--- src/common/scwp_pkg.sv ---
package scwp_pkg;

  // frame layout, counted from the most significant bit of the 32-bit word
  localparam int unsigned FRAME_BITS = 32;
  localparam logic [4:0] LAST_BIT_IDX = 5'h1f;
  localparam int unsigned HDR_MSB = 31;
  localparam int unsigned HDR_LSB = 20;
  localparam int unsigned ADDR_MSB = 19;
  localparam int unsigned ADDR_LSB = 16;
  localparam int unsigned DATA_MSB = 15;
  localparam int unsigned DATA_LSB = 0;
  localparam logic [11:0] FRAME_HDR = 12'h001;

  // register addresses carried in the frame
  localparam logic [3:0] ADDR_CAL = 4'h0;
  localparam logic [3:0] ADDR_CFG = 4'h1;
  localparam logic [3:0] ADDR_OFS_A = 4'h2;
  localparam logic [3:0] ADDR_FS_A = 4'h3;
  localparam logic [3:0] ADDR_EXT_CFG = 4'h9;
  localparam logic [3:0] ADDR_OFS_B = 4'ha;
  localparam logic [3:0] ADDR_FS_B = 4'hb;
  localparam logic [3:0] ADDR_PH_FINE = 4'he;
  localparam logic [3:0] ADDR_PH_COARSE = 4'hf;

  // storage slots for the eight held registers
  localparam int unsigned NUM_REGS = 8;
  localparam logic [2:0] IDX_CFG = 3'h0;
  localparam logic [2:0] IDX_OFS_A = 3'h1;
  localparam logic [2:0] IDX_FS_A = 3'h2;
  localparam logic [2:0] IDX_EXT_CFG = 3'h3;
  localparam logic [2:0] IDX_OFS_B = 3'h4;
  localparam logic [2:0] IDX_FS_B = 3'h5;
  localparam logic [2:0] IDX_PH_FINE = 3'h6;
  localparam logic [2:0] IDX_PH_COARSE = 3'h7;

  // calibration register: trigger bit and its power-up value
  localparam int unsigned CAL_TRIG_BIT = 15;
  localparam logic [15:0] CAL_RST = 16'h7fff;

  // power-on values, slot 7 down to slot 0
  localparam logic [NUM_REGS-1:0][15:0] REG_RST = {
    16'h0000,  // coarse/intermediate phase: no adjustment
    16'h0000,  // fine phase: no adjustment
    16'h8000,  // full-scale, second channel
    16'h8000,  // offset, second channel
    16'h0000,  // extended configuration
    16'h8000,  // full-scale, first channel
    16'h8000,  // offset, first channel
    16'hb2ff   // configuration: ddr clocking, 1:2 demux
  };

  // whole state of the port
  typedef struct packed {
    logic sclk_prev;
    logic [31:0] shift;
    logic [4:0] cnt;
    logic [NUM_REGS-1:0][15:0] regs;
    logic [NUM_REGS-1:0][15:0] eff;
    logic wr;
    logic cal;
    logic hdr_err;
    logic rsv;
  } scwp_state_t;

endpackage

--- src/rtl/scwp_sync.sv ---
`timescale 1ns/1ps

module scwp_sync
  import scwp_pkg::*;
#(
  parameter int unsigned W = 1,
  parameter logic [W-1:0] RST_VAL = '0
) (
  // clock and reset
  input wire logic i_clk,
  input wire logic i_rst_n,
  // asynchronous level in, synchronised level out
  input wire logic [W-1:0] i_d,
  output logic [W-1:0] o_q
);

  typedef struct packed {
    logic [W-1:0] ff1;
    logic [W-1:0] ff2;
  } scwp_sync_t;

  scwp_sync_t s_reg;
  scwp_sync_t s_next;

  // ff1 only feeds ff2, so a metastable value never reaches logic
  always_comb begin
    s_next.ff1 = i_d;
    s_next.ff2 = s_reg.ff1;
  end

  always_ff @(posedge i_clk or negedge i_rst_n) begin
    if (!i_rst_n) begin
      s_reg <= {RST_VAL, RST_VAL};
    end else begin
      s_reg <= s_next;
    end
  end

  assign o_q = s_reg.ff2;

endmodule

--- src/rtl/scwp_top.sv ---
`timescale 1ns/1ps

module scwp_top
  import scwp_pkg::*;
(
  // clock and reset
  input wire logic i_clk,
  input wire logic i_rst_n,
  // mode pin: high selects extended control
  input wire logic i_ext_mode,
  // serial pins from the host
  input wire logic i_serial_clk,
  input wire logic i_serial_in_line,
  input wire logic i_serial_select_n,
  // configuration towards the converter
  output logic [15:0] o_cfg,
  output logic [15:0] o_ofs_a,
  output logic [15:0] o_fs_a,
  output logic [15:0] o_ext_cfg,
  output logic [15:0] o_ofs_b,
  output logic [15:0] o_fs_b,
  output logic [15:0] o_ph_fine,
  output logic [15:0] o_ph_coarse,
  // event pulses
  output logic o_cal_start,
  output logic o_wr_done,
  output logic o_hdr_err,
  output logic o_rsv_addr
);

  logic [3:0] pins_s;
  logic ext_s;
  logic sclk_s;
  logic sd_s;
  logic scs_n_s;
  logic active;
  logic rise;
  logic [31:0] frame_w;
  logic frame_done;
  logic frame_ok;
  logic [3:0] frame_addr;
  logic [15:0] frame_data;
  scwp_state_t st_reg;
  scwp_state_t st_next;

  // all four pins come from outside the clock domain
  scwp_sync #(
    .W(4),
    .RST_VAL(4'h1)
  ) u_sync (
    .i_clk(i_clk),
    .i_rst_n(i_rst_n),
    .i_d({i_ext_mode, i_serial_clk, i_serial_in_line, i_serial_select_n}),
    .o_q(pins_s)
  );

  assign ext_s = pins_s[3];
  assign sclk_s = pins_s[2];
  assign sd_s = pins_s[1];
  assign scs_n_s = pins_s[0];

  // framing terms; no minimum serial rate, edges are found by oversampling
  assign active = ext_s && !scs_n_s;
  assign rise = sclk_s && !st_reg.sclk_prev;
  assign frame_w = {st_reg.shift[30:0], sd_s};
  // the header is judged only once all 32 bits are in, so a bad frame still uses its 32 clocks
  assign frame_done = active && rise && (st_reg.cnt == LAST_BIT_IDX);
  assign frame_ok = frame_done && (frame_w[HDR_MSB:HDR_LSB] == FRAME_HDR);
  assign frame_addr = frame_w[ADDR_MSB:ADDR_LSB];
  assign frame_data = frame_w[DATA_MSB:DATA_LSB];

  // next state: shift, count, decode and store
  always_comb begin
    st_next = st_reg;
    st_next.sclk_prev = sclk_s;
    st_next.wr = 1'b0;
    st_next.cal = 1'b0;
    st_next.hdr_err = 1'b0;
    st_next.rsv = 1'b0;
    if (!active) begin
      // select high or normal mode: a partial frame is thrown away
      st_next.cnt = 5'h00;
    end else if (rise) begin
      st_next.shift = frame_w;
      st_next.cnt = st_reg.cnt + 5'h01;
      if (frame_done) begin
        // wraps to zero so the 33rd clock opens a new frame
        st_next.cnt = 5'h00;
      end
    end
    if (frame_done && !frame_ok) begin
      st_next.hdr_err = 1'b1;
    end
    if (frame_ok) begin
      st_next.wr = 1'b1;
      // registers change only here, so power-down leaves them intact
      unique case (frame_addr)
        ADDR_CAL: begin
          st_next.cal = frame_data[CAL_TRIG_BIT];
        end
        ADDR_CFG: begin
          st_next.regs[IDX_CFG] = frame_data;
        end
        ADDR_OFS_A: begin
          st_next.regs[IDX_OFS_A] = frame_data;
        end
        ADDR_FS_A: begin
          st_next.regs[IDX_FS_A] = frame_data;
        end
        ADDR_EXT_CFG: begin
          st_next.regs[IDX_EXT_CFG] = frame_data;
        end
        ADDR_OFS_B: begin
          st_next.regs[IDX_OFS_B] = frame_data;
        end
        ADDR_FS_B: begin
          st_next.regs[IDX_FS_B] = frame_data;
        end
        ADDR_PH_FINE: begin
          st_next.regs[IDX_PH_FINE] = frame_data;
        end
        ADDR_PH_COARSE: begin
          st_next.regs[IDX_PH_COARSE] = frame_data;
        end
        default: begin
          // reserved address: frame accepted, nothing stored
          st_next.rsv = 1'b1;
        end
      endcase
    end
    // normal mode shows power-on values; stored contents stay for later
    st_next.eff = ext_s ? st_next.regs : REG_RST;
  end

  // single state register; power-on values give ddr and 1:2 demux
  always_ff @(posedge i_clk or negedge i_rst_n) begin
    if (!i_rst_n) begin
      st_reg.sclk_prev <= 1'b1;
      st_reg.shift <= 32'h0000_0000;
      st_reg.cnt <= 5'h00;
      st_reg.regs <= REG_RST;
      st_reg.eff <= REG_RST;
      st_reg.wr <= 1'b0;
      st_reg.cal <= 1'b0;
      st_reg.hdr_err <= 1'b0;
      st_reg.rsv <= 1'b0;
    end else begin
      st_reg <= st_next;
    end
  end

  // outputs straight from the state flops
  assign o_cfg = st_reg.eff[IDX_CFG];
  assign o_ofs_a = st_reg.eff[IDX_OFS_A];
  assign o_fs_a = st_reg.eff[IDX_FS_A];
  assign o_ext_cfg = st_reg.eff[IDX_EXT_CFG];
  assign o_ofs_b = st_reg.eff[IDX_OFS_B];
  assign o_fs_b = st_reg.eff[IDX_FS_B];
  assign o_ph_fine = st_reg.eff[IDX_PH_FINE];
  assign o_ph_coarse = st_reg.eff[IDX_PH_COARSE];
  assign o_cal_start = st_reg.cal;
  assign o_wr_done = st_reg.wr;
  assign o_hdr_err = st_reg.hdr_err;
  assign o_rsv_addr = st_reg.rsv;

  // checks on the framing and storage
  AST_IGNORE_NORMAL: assert property (
    @(posedge i_clk) disable iff (!i_rst_n)
    !ext_s |=> (st_reg.cnt == 5'h00) && !st_reg.wr && !st_reg.cal)
    else $error("serial pins acted on outside extended mode");

  AST_SAMPLE_RISE: assert property (
    @(posedge i_clk) disable iff (!i_rst_n)
    (active && rise) |=> (st_reg.shift[0] == $past(sd_s))
      && (st_reg.shift[31:1] == $past(st_reg.shift[30:0])))
    else $error("data not shifted on serial clock rise");

  AST_COUNT_HOLD: assert property (
    @(posedge i_clk) disable iff (!i_rst_n)
    (active && !rise) |=> $stable(st_reg.cnt) && $stable(st_reg.shift))
    else $error("bit count moved without a serial clock rise");

  AST_HEADER_GATE: assert property (
    @(posedge i_clk) disable iff (!i_rst_n)
    st_reg.wr |-> $past(frame_done) && ($past(st_reg.shift[30:19]) == FRAME_HDR))
    else $error("write taken without the fixed header");

  AST_STORE_CFG: assert property (
    @(posedge i_clk) disable iff (!i_rst_n)
    (frame_ok && frame_addr == ADDR_CFG) |=> (st_reg.regs[IDX_CFG] == $past(frame_data)))
    else $error("configuration word not stored");

  AST_NEXT_FRAME: assert property (
    @(posedge i_clk) disable iff (!i_rst_n)
    frame_done |=> (st_reg.cnt == 5'h00))
    else $error("count did not restart after the 32nd bit");

  AST_ABORT_PARTIAL: assert property (
    @(posedge i_clk) disable iff (!i_rst_n)
    (scs_n_s && st_reg.cnt != 5'h00) |=> (st_reg.cnt == 5'h00) ##1 !st_reg.wr)
    else $error("partial frame not discarded");

  AST_CAL_PULSE: assert property (
    @(posedge i_clk) disable iff (!i_rst_n)
    st_reg.cal |-> $past(frame_ok && frame_addr == ADDR_CAL) ##1 !st_reg.cal)
    else $error("calibration start not a single-cycle answer to bit 15");

  AST_RESERVED: assert property (
    @(posedge i_clk) disable iff (!i_rst_n)
    (frame_ok && (frame_addr == 4'h4 || frame_addr == 4'hc)) |=> $stable(st_reg.regs))
    else $error("reserved address changed a register");

  AST_NORMAL_DEFAULT: assert property (
    @(posedge i_clk) disable iff (!i_rst_n)
    !ext_s |=> (st_reg.eff == REG_RST))
    else $error("configuration visible in normal mode");

  // pulse and storage checks; pulses are compared with the frame that caused them
  AST_HDR_ERR_CAUSE: assert property (
    @(posedge i_clk) disable iff (!i_rst_n)
    st_reg.hdr_err |-> $past(frame_done) && ($past(st_reg.shift[30:19]) != FRAME_HDR))
    else $error("header error flagged on a good header");

  // a bad header must never reach the store
  AST_BAD_HDR_NO_STORE: assert property (
    @(posedge i_clk) disable iff (!i_rst_n)
    (frame_done && !frame_ok) |=> $stable(st_reg.regs))
    else $error("frame with a bad header changed a register");

  AST_PULSE_EXCL: assert property (
    @(posedge i_clk) disable iff (!i_rst_n)
    st_reg.hdr_err |-> !st_reg.wr && !st_reg.cal && !st_reg.rsv)
    else $error("header error pulse together with a write pulse");

  AST_SHORT_NO_WRITE: assert property (
    @(posedge i_clk) disable iff (!i_rst_n)
    (active && rise && (st_reg.cnt != LAST_BIT_IDX)) |=> !st_reg.wr && !st_reg.hdr_err)
    else $error("frame answered before its 32nd bit");

  AST_STORE_EXT: assert property (
    @(posedge i_clk) disable iff (!i_rst_n)
    (frame_ok && frame_addr == ADDR_EXT_CFG)
      |=> (st_reg.regs[IDX_EXT_CFG] == $past(frame_data)))
    else $error("extended configuration word not stored");

  AST_STORE_COARSE: assert property (
    @(posedge i_clk) disable iff (!i_rst_n)
    (frame_ok && frame_addr == ADDR_PH_COARSE)
      |=> (st_reg.regs[IDX_PH_COARSE] == $past(frame_data)))
    else $error("coarse phase word not stored");

  AST_RSV_PULSE: assert property (
    @(posedge i_clk) disable iff (!i_rst_n)
    st_reg.rsv |-> st_reg.wr && !st_reg.cal)
    else $error("reserved address pulse without an accepted frame");

  AST_CAL_NO_STORE: assert property (
    @(posedge i_clk) disable iff (!i_rst_n)
    (frame_ok && frame_addr == ADDR_CAL) |=> $stable(st_reg.regs))
    else $error("calibration write changed a held register");

  // the usual first write carries 7fff, which must not start a calibration
  AST_CAL_BIT_ZERO: assert property (
    @(posedge i_clk) disable iff (!i_rst_n)
    (frame_ok && frame_addr == ADDR_CAL && !frame_data[CAL_TRIG_BIT]) |=> !st_reg.cal)
    else $error("calibration started with the trigger bit clear");

  // contents move only on an accepted frame; power-down has no path into them
  AST_REGS_HOLD: assert property (
    @(posedge i_clk) disable iff (!i_rst_n)
    !frame_ok |=> $stable(st_reg.regs))
    else $error("register changed without an accepted frame");

  AST_EXT_VISIBLE: assert property (
    @(posedge i_clk) disable iff (!i_rst_n)
    ext_s |=> (st_reg.eff == st_reg.regs))
    else $error("stored configuration not shown in extended mode");

  // main scenarios
  COV_WRITE: cover property (@(posedge i_clk) disable iff (!i_rst_n) st_reg.wr);
  COV_CAL: cover property (@(posedge i_clk) disable iff (!i_rst_n) st_reg.cal);
  COV_BACK_TO_BACK: cover property (
    @(posedge i_clk) disable iff (!i_rst_n)
    st_reg.wr ##[1:400] st_reg.wr);
  COV_BAD_HDR: cover property (@(posedge i_clk) disable iff (!i_rst_n) st_reg.hdr_err);
  COV_PARTIAL_DROP: cover property (
    @(posedge i_clk) disable iff (!i_rst_n)
    scs_n_s && (st_reg.cnt != 5'h00));

endmodule

--- config.mk ---
export PLATFORM = sky130hd
export DESIGN_NAME = scwp_top
export DESIGN_NICKNAME = d
export VERILOG_FILES = /design/src/common/scwp_pkg.sv /design/src/rtl/scwp_sync.sv /design/src/rtl/scwp_top.sv
export SDC_FILE = /design/constraint.sdc
export NUM_CORES = 1
export LEC_CHECK = 0
export BUFFER_PORTS_ARGS = -buffer_cell sky130_fd_sc_hd__buf_4
export CAP_MARGIN = 20
export CORE_AREA = 2 2 205 167
export CTS_CLUSTER_SIZE = 40
export DETAILED_ROUTE_END_ITERATION = 8
export DIE_AREA = 0 0 207 169
export SLEW_MARGIN = 10
export SYNTH_ARGS = -nofsm -noshare
export SYNTH_HDL_FRONTEND = slang
export SYNTH_SLANG_ARGS = --single-unit
--- constraint.sdc ---
create_clock -name i_clk -period 2.8 [get_ports i_clk]
set_input_delay 0.42 -clock i_clk [delete_from_list [all_inputs] [get_ports i_clk]]
set_output_delay 0.42 -clock i_clk [all_outputs]
set_load 0.01 [all_outputs]
==> run_results.csv <==
group,metric,value,unit
run_status,outcome,"completed",
critical_path,regToRegSetupSlack,0.23,ns
logic_synthesis,synth-main-ff-cell,"dfrtp_1",
logic_synthesis,synth_top_area_cell,"dfrtp_1",
min_path,hold_class,"reg2reg",
place,place_hpwl,17600,um
place,gp_congestion,0.786,
timing,maxSlewHeadroom,0.476,
floorplanning,core.rowCount,60,
logic_synthesis,ys_async_sr_fraction,1.00,
critical_path,timing.rr.start,"st_reg[261]",
place,postPlaceCellArea,13500,um2
critical_path,critical_path_buf_inv_count,0,
critical_path,slowest_stage,"or4_4",
route,ant_nets,0,
layout,diodes,0,
timing,tightest_slew,0.786,ns
logic_synthesis,ys_ff_latch,305,
timing,period_minus_slack,2.57,ns
cts,cts_tree,"done",
grt,grt_overflow,0,
cts,htreeDepth,1,
layout,fillCellCount,3077,
floorplanning,ioPinCount,138,
floorplanning,die_y,169,um
floorplanning,start_util,0.393,
critical_path,crit_type,"reg2reg",
layout,design_area,14700,um2
layout,syn2layout_area_growth,13.4,%
timing,tns,0,ns
floorplanning,die_x,207,um
grt,grt_pass1_vias,7612,
logic_synthesis,synth_edf_count,0,
timing,maxSlewViolCount,0,
timing,period_share,0.916,
logic_synthesis,synth_cells,1132,
job,cap_violations,0,
place,numPortBuffers,137,
route,vias,7788,
floorplanning,die_area,35000,um2
grt,track_usage,0.156,
route,wirelength,28000,um
critical_path,critPathMaxFanout,32,
critical_path,cpPeakStageDelay,0.85,ns
logic_synthesis,synth_top_area_frac,0.521,
critical_path,cp_top_family,"simple AND/OR/NAND/NOR gates",
cts,numCtsBuffers,31,
grt,grt_start_max_net_pins,148,
timing,skew,0.00845,ns
route,drc,0,
floorplanning,core,33000,um2
layout,largest_register_ffs,134,
critical_path,critical_path_required,3.22,ns
logic_synthesis,synth_warnings,0,
power,p_leak,7.57,nW
logic_synthesis,synth_fp_nets,1140,
route,drtPass1Iterations,5,
critical_path,startpoint_type,"flop",
cts,cts_buffer_depth,3,
route,drt_iter0_drc,562,
timing,setup_viol,0,
min_path,holdPathStages,0,
min_path,hold_end,"u_sync.o_q[1]",
cts,clk_pin_slew,0.06,ns
logic_synthesis,yosysSeqAreaShare,0.591,
critical_path,cp_data_arrival_time,2.99,ns
logic_synthesis,syn_area,13000,um2
grt,antenna_found_initial,1,
timing,fmax,390,MHz
grt,grt_pass1_wl,44200,um
power,ir_drop,0.000450,V
critical_path,r2r_cells,6,
critical_path,worstReg2RegEnd,"st_reg[216]",
critical_path,worstSetupEndpointType,"flop",
cts,insertion_delay,0.54,ns
route,viasPerCell,4.88,
timing,finalHoldViolCount,0,
logic_synthesis,avgSynthCellArea,11.5,um2
power,power.density,618,nW/um2
critical_path,path_cells,"ha_1, and3_1, ha_2, nand4_1, or4_4, mux2_4",
route,wl_per_cell,17.5,um
min_path,holdCritStartpoint,"u_sync.s_next[1]",
timing,rsz0062_at_grt,"no",
cts,clock-root-buffer,"clkbuf_16",
logic_synthesis,synthDistinctLibCells,45,
cts,clock-sinks,305,
logic_synthesis,synthTopCellsByArea,"dfrtp_1, mux2i_1, buf_4",
layout,fin_nets,1147,
layout,drive_gt1_frac,0.289,
## cell families (layout without fill, tap and decap cells)
logic type      after synthesis  after routing  share of synthesized area
fa+ha+maj                     2              2                    0.00193
simple gates                300            300                      0.101
compound gates              141            141                     0.0565
flops                       305            305                      0.591
buf+inv                     214            244                      0.108
mux                         170            170                      0.141
## worst max path at each step
stage                             end  cells past startpoint  slack [ns]        start
after floorplan           st_reg[208]                      8        0.47  st_reg[260]
after global routing      st_reg[187]                      6       0.003  frame_w[21]
final                     st_reg[216]                      6        0.23  st_reg[261]
after detailed placement  st_reg[161]                      7        0.17  st_reg[260]
after CTS                 st_reg[161]                      7        0.17  st_reg[260]
after global placement    st_reg[162]                      7        0.19  st_reg[260]
## cell usage in the layout, fill, tap and decap left out, types with 2 or more instances in the layout
master	count
a21boi_0	3
a22o_1	2
and4_1	2
buf_12	5
buf_4	172
buf_6	2
bufinv_16	4
clkbuf_1	5
clkbuf_16	33
clkbuf_8	4
clkinv_2	7
clkinvlp_4	2
dfrtp_1	269
dfstp_2	35
dlygate4sd3_1	5
mux2_1	2
mux2_2	43
mux2_4	14
mux2i_1	111
nand2_1	234
nand2b_1	2
nand3_1	29
nand4_1	4
nor2_1	4
nor2b_1	6
nor4_1	2
o211ai_1	2
o21ai_0	121
o21ai_1	10
or2_2	2
or4_4	2
## where the power goes
part / internal, W / leakage, nW / switching (W)
clock: 0.00261 / 0.530 / 0.00170
combinational: 0.0000705 / 2.92 / 0.000198
sequential: 0.00446 / 4.12 / 0.0000595
## routing by layer
layer / GRT usage / share of wire
met5: 0 / 0
met1: 0.243 / 0.50
met2: 0.224 / 0.43
met3: 0.0282 / 0.051
met4: 0.0339 / 0.020
## worst register-to-register path, stage by stage, from the launching register on
cell,delay (ns)
dfrtp_1,0.40
ha_1,0.20
and3_1,0.17
ha_2,0.23
nand4_1,0.19
or4_4,0.86
mux2_4,0.40
## repair_timing
item,4_1_cts,5_1_grt
setup buffers,0,6
endpoints found under the setup margin,0,50
endpoints found under the hold margin,46,0
hold buffers,5,0
gates resized for setup,0,4
## final cells by class
class,count,area [um2],area share
sequential,305,7680,0.522
inverter,2,7.51,0.000510
multi-input combinational,613,3920,0.267
clock inverter,14,179,0.0122
tap,434,543,0.0369
timing repair buffer,186,1480,0.101
clock buffer,42,900,0.0611
## metrics by stage
| stage | cells | total power, W | hold slack (ns) | util | setup slack [ns] |
|---|---|---|---|---|---|
| floorplan | 1132 | 0.00469 | 0.124 | - | 0.467 |
| global placement | 1528 | 0.00486 | 0.339 | 0.409 | 0.194 |
| detailed placement | 1528 | 0.00487 | 0.336 | 0.409 | 0.172 |
| CTS | 1589 | 0.00921 | 0.350 | 0.444 | 0.170 |
| global route | 1596 | 0.00943 | 0.361 | 0.445 | 0.00266 |
| finish | 1596 | 0.00910 | 0.349 | 0.445 | 0.235 |
## Yosys cell counts (2+ instances only)
library cell    n
and4_1          2
nor4_1          2
nor2_1          4
mux2i_1       111
mux2_2         43
clkbuf_1       55
dfstp_2        35
o21ai_1        10
or2_2           3
a22o_1          2
buf_2           7
nand3_1        29
buf_6           8
nand2b_1        2
buf_4         140
mux2_4         14
nor2b_1         6
nand2_1       234
o21ai_0       121
ha_1            2
dfrtp_1       270
or4_4           2
mux2_1          2
a21boi_0        3
nand4_1         4
o211ai_1        2
Note: power is estimated with default switching activity, not from simulation.
